**src/hdl/eivu_consts.vh**
```
// Register map, field positions, encodings and vectors of the irq unit
`ifndef EIVU_CONSTS_VH
`define EIVU_CONSTS_VH

// ==========================================================
// Register indices; byte address is four times the index
`define EIVU_IDX_PCMSK0   6'h0f
`define EIVU_IDX_PCMSK1   6'h10
`define EIVU_IDX_PCFLAG   6'h11
`define EIVU_IDX_PCCTL    6'h12
`define EIVU_IDX_MASK     6'h13
`define EIVU_IDX_FLAG     6'h14
`define EIVU_IDX_SENSE    6'h15
`define EIVU_IDX_STATUS   6'h16
`define EIVU_ADDR_PCMSK0  {`EIVU_IDX_PCMSK0, 2'b00}
`define EIVU_ADDR_PCMSK1  {`EIVU_IDX_PCMSK1, 2'b00}
`define EIVU_ADDR_PCFLAG  {`EIVU_IDX_PCFLAG, 2'b00}
`define EIVU_ADDR_PCCTL   {`EIVU_IDX_PCCTL, 2'b00}
`define EIVU_ADDR_MASK    {`EIVU_IDX_MASK, 2'b00}
`define EIVU_ADDR_FLAG    {`EIVU_IDX_FLAG, 2'b00}
`define EIVU_ADDR_SENSE   {`EIVU_IDX_SENSE, 2'b00}
`define EIVU_ADDR_STATUS  {`EIVU_IDX_STATUS, 2'b00}

// ==========================================================
// Reset values
`define EIVU_RST_REG8     8'h00
`define EIVU_RST_MSK1     4'h0
`define EIVU_RST_SENSE    2'h0

// ==========================================================
// Field positions
`define EIVU_BIT_EXT0_EN  0
`define EIVU_BIT_EXT0_FLG 0
`define EIVU_BIT_PC0      0
`define EIVU_BIT_PC1      1
`define EIVU_SENSE_MSB    1
`define EIVU_SENSE_LSB    0

// ==========================================================
// Sense select encodings
`define EIVU_SENSE_LOW    2'h0
`define EIVU_SENSE_ANY    2'h1
`define EIVU_SENSE_FALL   2'h2
`define EIVU_SENSE_RISE   2'h3

// ==========================================================
// Vector word addresses
`define EIVU_VEC_RESET    4'h0
`define EIVU_VEC_EXT0     4'h1
`define EIVU_VEC_PC0      4'h2
`define EIVU_VEC_PC1      4'h3
`define EIVU_VEC_TCAPT    4'h4
`define EIVU_VEC_TOVF     4'h5
`define EIVU_VEC_TCMPA    4'h6
`define EIVU_VEC_TCMPB    4'h7
`define EIVU_VEC_ACMP     4'h8
`define EIVU_VEC_WDOG     4'h9
`define EIVU_VEC_SUPPLY   4'ha
`define EIVU_VEC_CONV     4'hb
`define EIVU_VEC_SRXS     4'hc
`define EIVU_VEC_SRXC     4'hd
`define EIVU_VEC_SDRE     4'he
`define EIVU_VEC_STXC     4'hf

// ==========================================================
// Settling cycles of the pin synchronisers after reset
`define EIVU_SETTLE       3'h5

`endif

```
**src/hdl/eivu_top.v**
```verilog
// External interrupt, pin change and vector selection unit
//
// Operation
// - External request vector at 0x001, pin change groups at 0x002, 0x003.
// - 0x004..0x00F: timer, comparator, watchdog, monitor, converter, serial.
// - After any reset the presented vector is 0x000.
// - Requests arise from pin levels even when pins act as outputs.
// - An enabled pin toggle raises its group request; masked pins ignored.
// - Pin change detection needs no I/O clock; it can wake deep sleep.
// - Low-level mode keeps requesting while the pin stays low.
// - Edge sensing uses the running I/O clock; stopped clock gives none.
// - Low level detected without I/O clock, waking from every sleep mode.
// - Level gone before start-up: wake, but no interrupt taken.
// - Sense 00 low, 01 any change, 10 falling, 11 rising.
// - Input sampled before edge detection; pulses over two clocks count.
// - External vector taken only with mask bit 0 and global enable.
// - Sense field bits 1:0 at offset 0x15, reset 0x00.
// - External flag sets on trigger, clears on vector or write one.
// - Each pin group flag sets on change, clears on vector or write one.
// - Group interrupt taken only with group enable and global enable.
`timescale 1ns/1ps
`default_nettype none
`include "eivu_consts.vh"

module eivu_top (
  input  wire        ref_clk,
  input  wire        rst_n,
  input  wire        psel,
  input  wire        penable,
  input  wire        pwrite,
  input  wire [7:0]  paddr,
  input  wire [31:0] pwdata,
  output reg  [31:0] prdata,
  output reg         pready,
  output reg         pslverr,
  input  wire        ext_request0,
  input  wire [11:0] pin_change_inputs,
  input  wire        io_clk_en,
  input  wire        global_irq_en,
  input  wire [11:0] periph_irq_req,
  input  wire        vector_ack,
  output reg         irq_req,
  output reg  [3:0]  irq_vector,
  output reg         wake_req
);

  // ========================================================
  // Helper functions
  function [3:0] lowest_vec;
    input [15:0] req;
    integer i;
    begin
      lowest_vec = `EIVU_VEC_RESET;
      for (i = 15; i > 0; i = i - 1) begin
        if (req[i]) begin
          lowest_vec = i[3:0];
        end
      end
    end
  endfunction

  // One-hot register select; shared by write, clear and read decode
  localparam SEL_PCMSK0 = 0;
  localparam SEL_PCMSK1 = 1;
  localparam SEL_PCFLAG = 2;
  localparam SEL_PCCTL  = 3;
  localparam SEL_MASK   = 4;
  localparam SEL_FLAG   = 5;
  localparam SEL_SENSE  = 6;
  localparam SEL_STATUS = 7;

  function [7:0] reg_sel;
    input [7:0] a;
    begin
      reg_sel = 8'h00;
      if (a == `EIVU_ADDR_PCMSK0) begin
        reg_sel[SEL_PCMSK0] = 1'b1;
      end else if (a == `EIVU_ADDR_PCMSK1) begin
        reg_sel[SEL_PCMSK1] = 1'b1;
      end else if (a == `EIVU_ADDR_PCFLAG) begin
        reg_sel[SEL_PCFLAG] = 1'b1;
      end else if (a == `EIVU_ADDR_PCCTL) begin
        reg_sel[SEL_PCCTL] = 1'b1;
      end else if (a == `EIVU_ADDR_MASK) begin
        reg_sel[SEL_MASK] = 1'b1;
      end else if (a == `EIVU_ADDR_FLAG) begin
        reg_sel[SEL_FLAG] = 1'b1;
      end else if (a == `EIVU_ADDR_SENSE) begin
        reg_sel[SEL_SENSE] = 1'b1;
      end else if (a == `EIVU_ADDR_STATUS) begin
        reg_sel[SEL_STATUS] = 1'b1;
      end
    end
  endfunction

  // ========================================================
  // Pin synchronisers, three stages with agreement filter
  wire [12:0] raw_pins = {ext_request0, pin_change_inputs};
  reg  [12:0] sync1_q;
  reg  [12:0] sync2_q;
  reg  [12:0] sync3_q;
  reg  [12:0] filt_q;
  reg  [12:0] prev_q;
  reg  [2:0]  settle_q;

  genvar g;
  generate
    for (g = 0; g < 13; g = g + 1) begin : g_sync
      always @(posedge ref_clk) begin
        if (!rst_n) begin
          sync1_q[g] <= 1'b0;
          sync2_q[g] <= 1'b0;
          sync3_q[g] <= 1'b0;
          filt_q[g]  <= 1'b0;
        end else begin
          sync1_q[g] <= raw_pins[g];
          sync2_q[g] <= sync1_q[g];
          sync3_q[g] <= sync2_q[g];
          if (sync2_q[g] == sync3_q[g]) begin
            filt_q[g] <= sync3_q[g];
          end
        end
      end
    end
  endgenerate

  // Pins idle high would look like edges after reset; wait until
  // prev_q has caught up with the filtered pins
  wire armed = (settle_q == `EIVU_SETTLE);

  always @(posedge ref_clk) begin
    if (!rst_n) begin
      prev_q   <= 13'h0000;
      settle_q <= 3'h0;
    end else begin
      prev_q <= filt_q;
      if (!armed) begin
        settle_q <= settle_q + 3'h1;
      end
    end
  end

  wire [12:0] chg = (filt_q ^ prev_q) & {13{armed}};

  // ========================================================
  // Registers
  reg  [7:0] pcmsk0_q;
  reg  [3:0] pcmsk1_q;
  reg  [1:0] pcctl_q;
  reg  [1:0] pcflag_q;
  reg        mask_q;
  reg        extflag_q;
  reg  [1:0] sense_q;

  wire acc = psel & penable & pready;
  wire wr  = acc & pwrite;
  wire [7:0] wb = pwdata[7:0];
  wire [7:0] sel = reg_sel(paddr);

  wire lvl_mode = (sense_q == `EIVU_SENSE_LOW);
  wire ext_low  = armed & ~filt_q[12];
  wire ext_rise = chg[12] & filt_q[12];
  wire ext_fall = chg[12] & ~filt_q[12];

  // ========================================================
  // External request trigger
  reg ext_trig;
  always @* begin
    ext_trig = 1'b0;
    if (io_clk_en) begin
      case (sense_q)
        `EIVU_SENSE_ANY:  ext_trig = chg[12];
        `EIVU_SENSE_FALL: ext_trig = ext_fall;
        `EIVU_SENSE_RISE: ext_trig = ext_rise;
        default:          ext_trig = 1'b0;
      endcase
    end
  end

  // Pin change detection runs regardless of the I/O clock
  wire pc0_hit = |(chg[7:0] & pcmsk0_q);
  wire pc1_hit = |(chg[11:8] & pcmsk1_q);

  wire ack_ext = vector_ack & (irq_vector == `EIVU_VEC_EXT0);
  wire ack_pc0 = vector_ack & (irq_vector == `EIVU_VEC_PC0);
  wire ack_pc1 = vector_ack & (irq_vector == `EIVU_VEC_PC1);

  wire clr_ext = ack_ext |
                 (wr & sel[SEL_FLAG] & wb[`EIVU_BIT_EXT0_FLG]);
  wire clr_pc0 = ack_pc0 |
                 (wr & sel[SEL_PCFLAG] & wb[`EIVU_BIT_PC0]);
  wire clr_pc1 = ack_pc1 |
                 (wr & sel[SEL_PCFLAG] & wb[`EIVU_BIT_PC1]);

  // Set wins over clear so no event is lost
  wire extflag_d = lvl_mode ? 1'b0 :
                   (ext_trig | (extflag_q & ~clr_ext));
  wire [1:0] pcflag_d;
  assign pcflag_d[0] = pc0_hit | (pcflag_q[0] & ~clr_pc0);
  assign pcflag_d[1] = pc1_hit | (pcflag_q[1] & ~clr_pc1);

  always @(posedge ref_clk) begin
    if (!rst_n) begin
      pcmsk0_q  <= `EIVU_RST_REG8;
      pcmsk1_q  <= `EIVU_RST_MSK1;
      pcctl_q   <= 2'h0;
      pcflag_q  <= 2'h0;
      mask_q    <= 1'b0;
      extflag_q <= 1'b0;
      sense_q   <= `EIVU_RST_SENSE;
    end else begin
      extflag_q <= extflag_d;
      pcflag_q  <= pcflag_d;
      if (wr) begin
        if (sel[SEL_PCMSK0]) begin
          pcmsk0_q <= wb;
        end else if (sel[SEL_PCMSK1]) begin
          pcmsk1_q <= wb[3:0];
        end else if (sel[SEL_PCCTL]) begin
          pcctl_q <= wb[1:0];
        end else if (sel[SEL_MASK]) begin
          mask_q <= wb[`EIVU_BIT_EXT0_EN];
        end else if (sel[SEL_SENSE]) begin
          sense_q <= wb[`EIVU_SENSE_MSB:`EIVU_SENSE_LSB];
        end
      end
    end
  end

  // ========================================================
  // Request collection and vector choice
  // Level request follows the live pin: if it is gone by the time
  // the core looks, no vector is taken and code resumes after sleep.
  wire ext_pend = lvl_mode ? ext_low : extflag_q;
  wire [15:0] req;
  assign req[0]    = 1'b0;
  assign req[1]    = global_irq_en & mask_q & ext_pend;
  assign req[2]    = global_irq_en & pcctl_q[`EIVU_BIT_PC0] &
                     pcflag_q[0];
  assign req[3]    = global_irq_en & pcctl_q[`EIVU_BIT_PC1] &
                     pcflag_q[1];
  assign req[15:4] = {12{global_irq_en}} & periph_irq_req;

  // Wake ignores the global enable: sleep exit needs only the source
  wire wake_d = (mask_q & lvl_mode & ext_low) |
                (mask_q & extflag_q) |
                (pcctl_q[`EIVU_BIT_PC0] & pcflag_q[0]) |
                (pcctl_q[`EIVU_BIT_PC1] & pcflag_q[1]);

  always @(posedge ref_clk) begin
    if (!rst_n) begin
      irq_req    <= 1'b0;
      irq_vector <= `EIVU_VEC_RESET;
      wake_req   <= 1'b0;
    end else begin
      wake_req <= wake_d;
      if (vector_ack) begin
        // Drop for a cycle so a stale request is not taken twice
        irq_req <= 1'b0;
      end else begin
        irq_req    <= |req;
        irq_vector <= lowest_vec(req);
      end
    end
  end

  // ========================================================
  // APB slave, one wait state, registered answer
  reg [7:0] rd8;
  reg       hit;
  always @* begin
    rd8 = 8'h00;
    hit = 1'b1;
    if (sel[SEL_PCMSK0]) begin
      rd8 = pcmsk0_q;
    end else if (sel[SEL_PCMSK1]) begin
      rd8 = {4'h0, pcmsk1_q};
    end else if (sel[SEL_PCFLAG]) begin
      rd8 = {6'h00, pcflag_q};
    end else if (sel[SEL_PCCTL]) begin
      rd8 = {6'h00, pcctl_q};
    end else if (sel[SEL_MASK]) begin
      rd8 = {7'h00, mask_q};
    end else if (sel[SEL_FLAG]) begin
      rd8 = {7'h00, extflag_q};
    end else if (sel[SEL_SENSE]) begin
      rd8 = {6'h00, sense_q};
    end else if (sel[SEL_STATUS]) begin
      rd8 = {filt_q[12], wake_req, 1'b0, irq_req, irq_vector};
    end else begin
      hit = 1'b0;
    end
  end

  always @(posedge ref_clk) begin
    if (!rst_n) begin
      pready  <= 1'b0;
      prdata  <= 32'h00000000;
      pslverr <= 1'b0;
    end else if (psel & penable & ~pready) begin
      pready  <= 1'b1;
      prdata  <= pwrite ? 32'h00000000 : {24'h000000, rd8};
      pslverr <= ~hit;
    end else begin
      pready  <= 1'b0;
      pslverr <= 1'b0;
    end
  end

endmodule
`default_nettype wire

```
**config.mk**
```make
export PLATFORM = sky130hd
export DESIGN_NAME = eivu_top
export DESIGN_NICKNAME = d
export VERILOG_FILES = /design/src/hdl/eivu_top.v
export VERILOG_INCLUDE_DIRS = /design/src /design/src/hdl
export SDC_FILE = /design/constraint.sdc
export NUM_CORES = 1
export LEC_CHECK = 0
export BUFFER_PORTS_ARGS = -buffer_cell sky130_fd_sc_hd__buf_2
export CAP_MARGIN = 0
export CORE_MARGIN = 5
export CORE_UTILIZATION = 47
export DETAILED_ROUTE_END_ITERATION = 8
export MAX_ROUTING_LAYER = met4
export PLACE_DENSITY = 0.77
export SYNTH_ARGS = -nofsm -noshare
export SYNTH_HDL_FRONTEND = slang
export SYNTH_SLANG_ARGS = --single-unit
```
**constraint.sdc**
```tcl
create_clock -name ref_clk -period 1.5 [get_ports ref_clk]
set_input_delay 0 -clock ref_clk [delete_from_list [all_inputs] [get_ports ref_clk]]
set_output_delay 0 -clock ref_clk [all_outputs]
set_load 0.02 [all_outputs]
```
# == Yosys cells after proc, flatten, opt, wreduce, memory -nomap -nowiden ==
# Index checks and enable logic that the tools add are counted.
# classes
bitwise_logic,54
n_div,0
n_reduce_logical,12
n_shift,0
add_sub_neg,1
mux,51
n_eq_ne,28
magnitude_cmp,0
mul,0
# op_table
cell,count
$mux 8,9
$mux 4,16
$eq 8x7->1 const B,7
$and 1x1->1,29
$mux 1,20
$reduce_or 15->1,1
$and 13x13->13,1
$eq 1x1->1,13
$xor 13x13->13,1
$and 12x12->12,1
$not 1->1,11
$or 1x1->1,9
$and 8x8->8,1
$eq 4x2->1 const B,2
$eq 8x6->1 const B,1
$reduce_or 8->1,1
$mux 7,1
$mux 6,1
$reduce_and 6->1,1
$mux 5,1
$reduce_and 5->1,1
$and 4x4->4,1
$eq 2x2->1 const B,2
$eq 4x1->1 const B,1
other kinds (12),14
# totals
mem_count,0
ff_bits,128
output_inout_bits,40
wordCells,213
rom_bits,0
ramBits,0
latch_bits,0
in_bits,73

# == Depth between registers and ports, before layout ==
# Gate-level depths: netlist of run 1.
# depth
ltp_word,18
mapped_depth,7
mapped_depth_nobuf,7

# == Worst setup path after synthesis of run 1 ==
# Ideal clock, no wire load.
# synth_path
path_kind,register to register
startpoint,reg pready
endpoint,reg sense_q[0]
slack_ps,-2
stages_incl_launch_ff,7
t_arrival_ps,1375
setup_time_ps,128
cell_sequence,dfxtp_1 -> and4_1 -> clkbuf_1 -> and3_1 -> nand3_1 -> mux2i_1 -> nor2_1
# synth_via
elab_chain_len,3
# synth_lines
item,line,text
"start, declared",eivu_top.v:34,"output reg pready,"
"start signal, assigned",eivu_top.v:297,pready <= 1'b0;
"start signal, assigned",eivu_top.v:301,pready <= 1'b1;
"start signal, assigned",eivu_top.v:305,pready <= 1'b0;
$and 1x1->1,eivu_top.v:155,wire acc = psel & penable & pready;
$and 1x1->1,eivu_top.v:156,wire wr = acc & pwrite;
$reduce_and 6->1 (no line),--,
"end signal, assigned",eivu_top.v:210,sense_q <= `EIVU_RST_SENSE;
"end signal, assigned",eivu_top.v:224,sense_q <= wb[`EIVU_SENSE_MSB:`EIVU_SENSE_LSB];
"end, declared",eivu_top.v:153,reg [1:0] sense_q;
# No other way between the ends.
# A chain may end at the register's enable or synchronous reset.

# == Final worst setup path of run 1 ==
# layout_path
startpoint,in periph_irq_req[2]
endpoint,reg irq_req
# layout_via
elab_chain_len,2
# layout_lines
item,line,text
"start, declared",eivu_top.v:40,"input wire [11:0] periph_irq_req,"
$and 12x12->12,eivu_top.v:242,assign req[15:4] = {12{global_irq_en}} & periph_irq_req;
$reduce_or 15->1,eivu_top.v:261,irq_req <= |req;
"end signal, assigned",eivu_top.v:261,
"end, declared",eivu_top.v:42,"output reg irq_req,"
# No other way between the ends.

==> results of run 1 <==
-- cell type report --
| cell class | instances | area share |
|---|---|---|
| clock inverter | 6 | 0.00988 |
| multi-input combinational | 335 | 0.392 |
| tap | 108 | 0.0260 |
| clock buffer | 10 | 0.0265 |
| inverter | 8 | 0.00578 |
| sequential | 104 | 0.403 |
| timing repair buffer | 106 | 0.137 |
-- cells in the mapped netlist, drive strengths merged (2+ instances only) --
cell	n	area share
a31o	2	0.0041
and3	3	0.0044
and2	56	0.082
xor2	12	0.025
o31ai	6	0.012
ha	2	0.0058
nor4	5	0.015
o41ai	3	0.0061
buf	29	0.048
a32oi	3	0.0061
nor3	5	0.0082
nor3b	4	0.0082
nand2	58	0.051
a41oi	2	0.0041
a22oi	9	0.016
mux2i	4	0.0093
a21oi	43	0.051
o311ai	2	0.0041
nor2b	4	0.0058
o21ai	24	0.028
a31oi	5	0.0073
nand4	2	0.0029
clkbuf	15	0.013
dfxtp	104	0.49
nor2	17	0.015
nand3b	5	0.0088
nand3	12	0.014
inv	8	0.0070
or4b	2	0.0055
-- cells by family after synthesis --
kind of cell               after synthesis  share of synthesized area
other                                    1                   0.000875
buffers and inverters                   52                     0.0686
DFF                                    104                      0.486
and+or+nand+nor                        182                      0.243
xor gates and xnor gates                13                     0.0266
muxes                                    4                    0.00934
AOI/OAI and AO/OA                      110                      0.161
adders and majority gates                2                    0.00584
-- where the power goes --
| part | internal, mW | switching, mW | leakage (nW) | total [mW] |
|---|---|---|---|---|
| combinational | 0.191 | 0.259 | 1.18 | 0.450 |
| sequential | 2.82 | 0.0382 | 0.849 | 2.86 |
| clock | 0.672 | 0.958 | 0.0923 | 1.63 |
| total | 3.68 | 1.26 | 2.12 | 4.94 |
-- worst min-delay path by stage --
stage                    endpoint  cells after the start             startpoint  slack [ns]
finish                    pslverr                      3               paddr[7]        0.02
floorplan              sync1_q[0]                      1   pin_change_inputs[0]        0.13
global placement      sync1_q[10]                      2  pin_change_inputs[10]        0.20
CTS                 irq_vector[0]                      3      periph_irq_req[3]       0.006
global route        irq_vector[0]                      3      periph_irq_req[3]        0.01
detailed placement     sync1_q[9]                      2   pin_change_inputs[9]        0.21
-- per-layer routing --
metal	GRT usage	wire, um	share of wire	vias up
met4	0.0814	251	0.026	0
li1	-	-	-	1770
met1	0.194	4010	0.41	1614
met5	-	0	0	-
met3	0.0422	573	0.059	25
met2	0.300	4850	0.50	114
-- worst register-to-register path: cells and delay by family, from the launching register on --
| family | cells | cell delay, ns |
|---|---|---|
| buffers and inverters | 1 | 0.05 |
| and+or+nand+nor | 2 | 0.31 |
| adders and majority gates | 1 | 0.16 |
| DFF | 1 | 0.36 |
| AOI/OAI and AO/OA | 3 | 0.48 |
-- state kept, by name, indices dropped and copies added (netlist names), 2 cells and up --
signal / count
prdata: 8
sense_q: 2
pcctl_q: 2
prev_q: 13
irq_vector: 4
sync3_q: 13
pcmsk1_q: 4
sync1_q: 13
filt_q: 13
settle_q: 3
sync2_q: 13
pcflag_q: 2
pcmsk0_q: 8
-- what timing repair did --
item,CTS,global route
resized for setup,3,9
setup buffers,0,2
hold buffers,25,0
endpoints found under the hold margin,33,0
endpoints found under the setup margin,3,4
pin swaps,0,4
==> results.py, run 1 <==
metrics = {
    "status": {
        "status": "completed",
    },
    "cts": {
        "insertion_delay_ns": 0.36,
        "clk_pin_slew_ns": 0.10,
        "numCtsBuffers": 9,
        "clkSinkCount": 104,
        "cts-root-buf": "clkbuf_8",
        "cts_buffer_depth": 2,
        "cts_tree": "done",
        "htree_levels": 3,
    },
    "floorplan": {
        "placeableCoreArea_sq_mm": 0.00881,
        "die_x_um": 106,
        "dieArea_sq_mm": 0.0111,
        "ios": 113,
        "initial_core_util": 0.487,
        "row_count": 34,
        "die_h_um": 106,
    },
    "hold_path": {
        "hp-class": "input pin to flop",
    },
    "routing": {
        "wl_mm": 9.69,
        "via_count": 3523,
        "drt_iter0_drc": 269,
        "drtAntennaViolNets": 0,
        "wl_per_cell_um": 14.3,
        "via_per_inst": 5.20,
        "drt_first_pass_iters": 4,
        "route.detailed.drc": 0,
    },
    "job": {
        "max_cap_violations": 0,
    },
    "synth": {
        "synth_area_sq_mm": 0.00429,
        "synth.distinct_cells": 61,
        "async_flop_share": 0,
        "synth_seq_cells": 104,
        "synthFlopType": "dfxtp_1",
        "yosysSeqAreaShare": 0.486,
        "synth_edf_count": 0,
        "syn-instance-count": 468,
        "synth_area_per_cell_sq_um": 9.16,
        "synth-warning-count": 0,
    },
    "setup_path": {
        "reg2reg_setup_slack_ns": 0.08,
        "r2r-start": "settle_q[1]",
        "rr_worst_depth": 7,
        "regToRegEndpoint": "irq_vector[1]",
        "cp.arrival_ns": 1.64,
        "worstSetupEndpointType": "flop",
        "path_class": "input pin to flop",
        "cp-startpoint": "periph_irq_req[2]",
        "cp.required_ns": 1.71,
        "max_stage_delay_ns": 0.53,
        "start_kind": "input pin",
        "worst_path_max_delay_cell": "dlygate4sd3_1",
        "cpLargestDelayFamily": "buffers and inverters",
        "crit_end": "irq_req",
        "cp.depth": 5,
        "cp_max_fo": 3,
        "crit_chain": "dlygate4sd3_1, buf_2, or4_1, o31ai_2, a31oi_1",
        "crit_buf_inv": 2,
    },
    "timing": {
        "hold_viol": 0,
        "holdWs_ns": 0.0181,
        "clock.fmax_ghz": 0.701,
        "fin_ws_ns": 0.0742,
        "slew-limit-headroom": 0.550,
        "setup-violations-final": 0,
        "rsz0062_at_grt": "false",
        "finalCritPeriodShare": 0.951,
        "worstMarginPinSlew_ns": 0.666,
        "slew_viol_final": 0,
        "finalSetupTns_ns": 0,
        "skew_ns": 0.00888,
        "period_needed_ns": 1.43,
    },
    "finish": {
        "multi_input_area_sq_mm": 0.00203,
        "fin_cells": 677,
        "final_area_sq_mm": 0.00519,
        "fin_nets": 639,
        "layout_common_cells": "dfxtp_1 (100), buf_2 (64), nand2_1 (58), and2_1 (56), a21oi_1 (42)",
        "regArea_sq_mm": 0.00209,
        "fill_cells": 770,
        "final_common_cell": "dfxtp_1",
        "insertedDiodeCount": 0,
        "drive_above_1_share": 0.207,
        "final_util": 0.590,
        "syn2layout_area_growth_pct": 21.1,
    },
    "grt": {
        "antenna_found_initial": 0,
        "grt_pass1_vias": 3439,
        "grt.overflow.total": 0,
        "grt_max_degree": 41,
        "grt.total_usage": 0.176,
        "grt_pass1_wl_mm": 15.5,
    },
    "placement": {
        "dp_hpwl_mm": 6.90,
        "dp.cells": 634,
        "globalplace.congestion": 0.838,
        "place_area_sq_mm": 0.00469,
        "pre_cts_ws_ns": -0.0612,
        "io_buffers": 64,
    },
    "power": {
        "vdd_ir_drop_max_mv": 0.799,
        "p_total_mw": 4.94,
        "p_leak_nw": 2.12,
        "power.density_mw_per_mm2": 951,
    },
}
No activity file was read; power rests on OpenSTA's default activity.
==> inputs of run 2 (changes only) <==
--- a/config.mk
+++ b/config.mk
@@ -12,7 +12,7 @@
 export CORE_UTILIZATION = 47
 export DETAILED_ROUTE_END_ITERATION = 8
 export MAX_ROUTING_LAYER = met4
-export PLACE_DENSITY = 0.77
+export PLACE_DENSITY_LB_ADDON = 0.05
 export SYNTH_ARGS = -nofsm -noshare
 export SYNTH_HDL_FRONTEND = slang
 export SYNTH_SLANG_ARGS = --single-unit
==> run 2 against run 1 <==
Effect of this change: cell count increased by 0.59%; via count decreased by 1.8%; hold slack improved by 0.021 ns; routed wire length fell by 2.1%; clock power increased by 12%; register-to-register slack is essentially flat; flip-flop and latch count did not move; clock skew is 0.0056 ns higher; sequential share of layout area is 0.37 points lower; first-iteration DRC count fell by 45%.
==> results.py, run 2 (synthesis results as in run 1) <==
metrics = {
    "finish": {
        "multi_input_area_sq_mm": 0.00201,
        "fin_nets": 643,
        "syn2layout_area_growth_pct": 21.8,
        "regArea_sq_mm": 0.00208,
        "insertedDiodeCount": 0,
        "drive_above_1_share": 0.197,
        "final_common_cell": "dfxtp_1",
        "final_area_sq_mm": 0.00522,
        "fill_cells": 807,
        "layout_common_cells": "dfxtp_1 (102), buf_2 (64), nand2_1 (58), and2_1 (56), a21oi_1 (42)",
    },
    "timing": {
        "fin_ws_ns": 0.0875,
        "slew_viol_final": 0,
        "finalCritPeriodShare": 0.942,
        "hold_viol": 0,
        "slew-limit-headroom": 0.611,
        "worstMarginPinSlew_ns": 0.575,
        "clock.fmax_ghz": 0.708,
        "period_needed_ns": 1.41,
        "setup-violations-final": 0,
        "skew_ns": 0.0145,
        "rsz0062_at_grt": "true",
    },
    "cts": {
        "cts_buffer_depth": 2,
        "cts_setup_buffers": 0,
        "htree_levels": 3,
        "clk_pin_slew_ns": 0.11,
        "clkSinkCount": 104,
        "insertion_delay_ns": 0.36,
        "cts_tree": "done",
        "cts-root-buf": "clkbuf_8",
        "numCtsBuffers": 9,
    },
    "grt": {
        "grt_pass1_vias": 3271,
        "grt.total_usage": 0.176,
        "antenna_found_initial": 0,
        "grt.overflow.total": 0,
        "grt_pass1_wl_mm": 15.6,
        "grt_max_degree": 56,
    },
    "setup_path": {
        "rr_worst_depth": 7,
        "cp.arrival_ns": 1.72,
        "cp_max_fo": 3,
        "max_stage_delay_ns": 0.35,
        "path_class": "flop to flop",
        "crit_chain": "inv_1, ha_1, nand4b_1, o31ai_2, and2_1, a311o_1, a21oi_1",
        "worstSetupEndpointType": "flop",
        "cp.required_ns": 1.80,
        "start_kind": "flop",
        "worst_path_max_delay_cell": "dfxtp_2",
    },
    "floorplan": {
        "die_h_um": 106,
        "die_x_um": 106,
        "placeableCoreArea_sq_mm": 0.00881,
        "ios": 113,
        "initial_core_util": 0.487,
        "dieArea_sq_mm": 0.0111,
        "row_count": 34,
    },
    "power": {
        "seqPwrFrac": 0.557,
        "power.density_mw_per_mm2": 983,
        "vdd_ir_drop_max_mv": 0.555,
        "switching_share": 0.254,
        "power.share.clock": 0.355,
        "p_int_mw": 3.83,
        "power.switching_mw": 1.30,
        "p_comb_frac": 0.087,
        "p_leak_nw": 2.15,
    },
    "placement": {
        "pre_cts_ws_ns": 0.0429,
        "io_buffers": 64,
        "dp_hpwl_mm": 6.77,
        "place_area_sq_mm": 0.00471,
        "globalplace.congestion": 0.847,
    },
    "routing": {
        "drt_first_pass_iters": 4,
        "via_count": 3461,
        "drtAntennaViolNets": 0,
        "route.detailed.drc": 0,
        "wl_mm": 9.49,
        "via_per_inst": 5.08,
        "drt_iter0_drc": 149,
        "wl_per_cell_um": 13.9,
    },
    "job": {
        "max_cap_violations": 0,
    },
    "hold_path": {
        "holdPathStages": 3,
        "hp-class": "input pin to flop",
    },
    "status": {
        "status": "completed",
    },
}
==> run 2: changes by cell type in the layout (fill, tap and decap cells not counted), moves of 2 or more <==
cell	previous run	this run
clkinvlp_4	2	0
dfxtp_1	100	102
dfxtp_4	2	0
dlygate4sd3_1	25	29
==> run 2: worst max-delay path: cells and delay by family, from the launching register on <==
| kind | cells | cell delay [ns] |
|---|---|---|
| AO/OA/AOI/OAI | 3 | 0.52 |
| adder cells (fa/ha/maj) | 1 | 0.18 |
| AND/OR/NAND/NOR | 2 | 0.25 |
| flip-flops | 1 | 0.35 |
| buffers and inverters | 1 | 0.04 |
==> run 2: worst paths after layout <==
path | start | end | slack (ns)
max reg2reg | settle_q[1] | irq_vector[1] | 0.09
min reg2reg | sync1_q[0] | sync2_q[0] | 0.44
min | periph_irq_req[4] | irq_req | 0.04
max | settle_q[1] | irq_vector[1] | 0.09
==> run 2: per-stage QoR <==
step / hold WS, ns / util / cells / total power, mW / setup TNS, ns
after floorplan: 0.127 / - / 491 / 3.19 / 0
after global placement: 0.206 / 0.534 / 636 / 3.30 / 0
after detailed placement: 0.209 / 0.534 / 636 / 3.31 / 0
after CTS: 0.0253 / 0.592 / 681 / 5.17 / 0
after global routing: 0.0645 / 0.593 / 681 / 5.37 / -0.0190
final: 0.0395 / 0.593 / 681 / 5.13 / 0
==> run 2: timing repair <==
| action | 4_1_cts | 5_1_grt |
|---|---|---|
| hold endpoints to repair | 37 | 0 |
| setup endpoints to repair | 0 | 4 |
| hold buffers | 29 | 0 |
| gates resized for setup | 0 | 3 |
==> run 2: cell type report <==
class                   count  area share
multi-input cells         335       0.384
clock inverters             7      0.0170
well taps                 108      0.0259
clock buffers               9      0.0237
flip-flops and latches    104       0.399
repair buffers            110       0.144
inverters                   8     0.00575
==> run 2: power by group through the flow <==
stage / Sequential (mW) / Clock, mW / Combinational (mW)
floorplan: 2.92 / 0 / 0.262
global placement: 2.92 / 0 / 0.382
detailed placement: 2.92 / 0 / 0.388
CTS: 2.86 / 1.86 / 0.448
global route: 2.87 / 2.01 / 0.496
finish: 2.86 / 1.82 / 0.447
==> run 2: metal layers <==
metal,GRT usage,up-vias,share of wire
met5,-,-,0
met4,0.0389,0,0.0087
met3,0.0416,7,0.046
met2,0.300,78,0.49
met1,0.214,1598,0.46
li1,-,1778,-
==> inputs of run 3 (changes only) <==
==> constraint.sdc (replaced) <==
create_clock -name ref_clk -period 1.5 [get_ports ref_clk]
set_input_delay 0.45 -clock ref_clk [delete_from_list [all_inputs] [get_ports ref_clk]]
set_output_delay 0.45 -clock ref_clk [all_outputs]
set_load 0.02 [all_outputs]
==> run 3 against run 2 <==
Effect of this change: first-iteration DRC count increased by 1.3%; routed wire length increased by 0.79%; register-to-register slack got worse by 0.05 ns; combinational power increased by 10%; maximum frequency decreased by 3.7%; sequential share of layout area decreased by 0.24 points; non-clock buffer count increased by 5; critical path type unchanged; critical path depth decreased by 2; count of clock-buffer cells in the layout increased by 3; sequential power about the same; hold slack improved by 0.25 ns; design area increased by 0.84%.
==> results.py, run 3 (synthesis results as in run 1) <==
metrics = {
    "timing": {
        "rsz0062_at_grt": "true",
        "hold_viol": 0,
        "slew_viol_final": 0,
        "skew_ns": 0.0102,
        "finalCritPeriodShare": 0.978,
        "setup-violations-final": 0,
        "period_needed_ns": 1.47,
        "clock.fmax_ghz": 0.682,
    },
    "routing": {
        "via_count": 3493,
        "via_per_inst": 5.10,
        "drtAntennaViolNets": 0,
        "wl_per_cell_um": 14.0,
        "drt_iter0_drc": 151,
        "route.detailed.drc": 0,
        "wl_mm": 9.57,
        "drt_first_pass_iters": 4,
    },
    "finish": {
        "final_area_sq_mm": 0.00526,
        "fin_nets": 648,
        "drive_above_1_share": 0.265,
        "syn2layout_area_growth_pct": 22.8,
        "insertedDiodeCount": 0,
        "layout_common_cells": "dfxtp_1 (100), buf_2 (62), nand2_1 (57), and2_1 (56), buf_4 (48)",
        "final_common_cell": "dfxtp_1",
    },
    "hold_path": {
        "hp-class": "input pin to flop",
    },
    "floorplan": {
        "row_count": 34,
        "placeableCoreArea_sq_mm": 0.00881,
        "ios": 113,
        "initial_core_util": 0.487,
        "dieArea_sq_mm": 0.0111,
        "die_h_um": 106,
        "die_x_um": 106,
    },
    "setup_path": {
        "start_kind": "flop",
        "cp.required_ns": 1.79,
        "cp.arrival_ns": 1.76,
        "worstSetupEndpointType": "flop",
        "path_class": "flop to flop",
        "cp_max_fo": 4,
    },
    "power": {
        "switching_share": 0.249,
        "p_comb_frac": 0.101,
        "p_leak_nw": 2.20,
        "power.density_mw_per_mm2": 925,
        "p_int_mw": 3.65,
        "power.share.clock": 0.313,
        "power.switching_mw": 1.21,
        "seqPwrFrac": 0.586,
        "vdd_ir_drop_max_mv": 0.675,
        "p_total_mw": 4.87,
    },
    "placement": {
        "globalplace.congestion": 0.924,
        "place_area_sq_mm": 0.00500,
        "dp_hpwl_mm": 7.12,
        "io_buffers": 64,
    },
    "grt": {
        "grt.total_usage": 0.176,
        "antenna_found_initial": 0,
        "grt_pass1_vias": 3366,
        "grt_max_degree": 30,
        "grt.overflow.total": 0,
        "grt_pass1_wl_mm": 15.7,
    },
    "status": {
        "status": "completed",
    },
    "cts": {
        "cts_buffer_depth": 2,
        "numCtsBuffers": 9,
        "insertion_delay_ns": 0.36,
        "clk_pin_slew_ns": 0.10,
        "clkSinkCount": 104,
        "cts-root-buf": "clkbuf_8",
        "cts_tree": "done",
        "htree_levels": 3,
    },
    "job": {
        "max_cap_violations": 0,
    },
}
==> run 3: cell count changes in the layout (fill, tap and decap cells not counted), sizes merged <==
cell         previous run  this run
buf                    81       115
bufinv                  1         0
clkbuf                  9        12
clkinv                  4         1
dlygate4sd3            29         0
==> run 3: per-layer routing <==
layer | vias to the layer above | wire length (um) | track usage | part of all wire
li1 | 1793 | - | - | -
met1 | 1586 | 4490 | 0.228 | 0.47
met2 | 94 | 4280 | 0.272 | 0.45
met3 | 20 | 559 | 0.0367 | 0.058
met4 | 0 | 235 | 0.0703 | 0.025
met5 | - | 0 | - | 0
==> run 3: through the flow <==
stage / setup slack [ns] / setup TNS (ns) / hold slack, ns / instances / utilization
6_report: 0.0337 / 0 / 0.292 / 685 / 0.598
3_5_place_dp: -0.276 / -6.77 / 0.419 / 667 / 0.568
3_3_place_gp: -0.266 / -6.51 / 0.414 / 667 / 0.568
2_1_floorplan: -0.0512 / -0.107 / 0.412 / 491 / -
5_1_grt: -0.0545 / -0.0545 / 0.277 / 685 / 0.598
4_1_cts: 0.0300 / 0 / 0.271 / 682 / 0.589
==> run 3: final cells by class <==
type	instances	area, sq um
clock buffers	12	135
clock inverters	3	26.3
fillers	777	3540
inverters	8	30.0
multi-input cells	335	2090
flip-flops and latches	104	2090
well taps	108	135
repair buffers	115	762
==> run 3: power by group through the flow <==
stage	clock, mW	sequential, mW	combinational (mW)
global placement	0	2.91	0.457
detailed placement	0	2.92	0.466
finish	1.52	2.85	0.493
floorplan	0	2.92	0.272
global route	1.67	2.86	0.537
CTS	1.58	2.85	0.478
==> run 3: path summary, 6_finish.rpt <==
| path | from | endpoint | slack (ns) | cells past startpoint |
|---|---|---|---|---|
| min reg2reg | sync1_q[6] | sync2_q[6] | 0.43 | 1 |
| max | sense_q[1] | irq_vector[1] | 0.03 | 5 |
| max reg2reg | sense_q[1] | irq_vector[1] | 0.03 | 5 |
| min | pin_change_inputs[2] | sync1_q[2] | 0.29 | 2 |
==> run 3: timing repair <==
item | 4_1_cts | 5_1_grt
endpoints found under the setup margin | 3 | 7
pin swaps | 5 | 10
hold endpoints to repair | 0 | 0
setup buffers | 1 | 4
hold buffers | 0 | 0
gates resized for setup | 6 | 16
==> run 3: critical path, stage by stage (launching register included) <==
cell	delay, ns
dfxtp_4	0.37
o211ai_1	0.26
o31ai_4	0.14
and2_1	0.16
a311o_1	0.33
a21oi_2	0.13
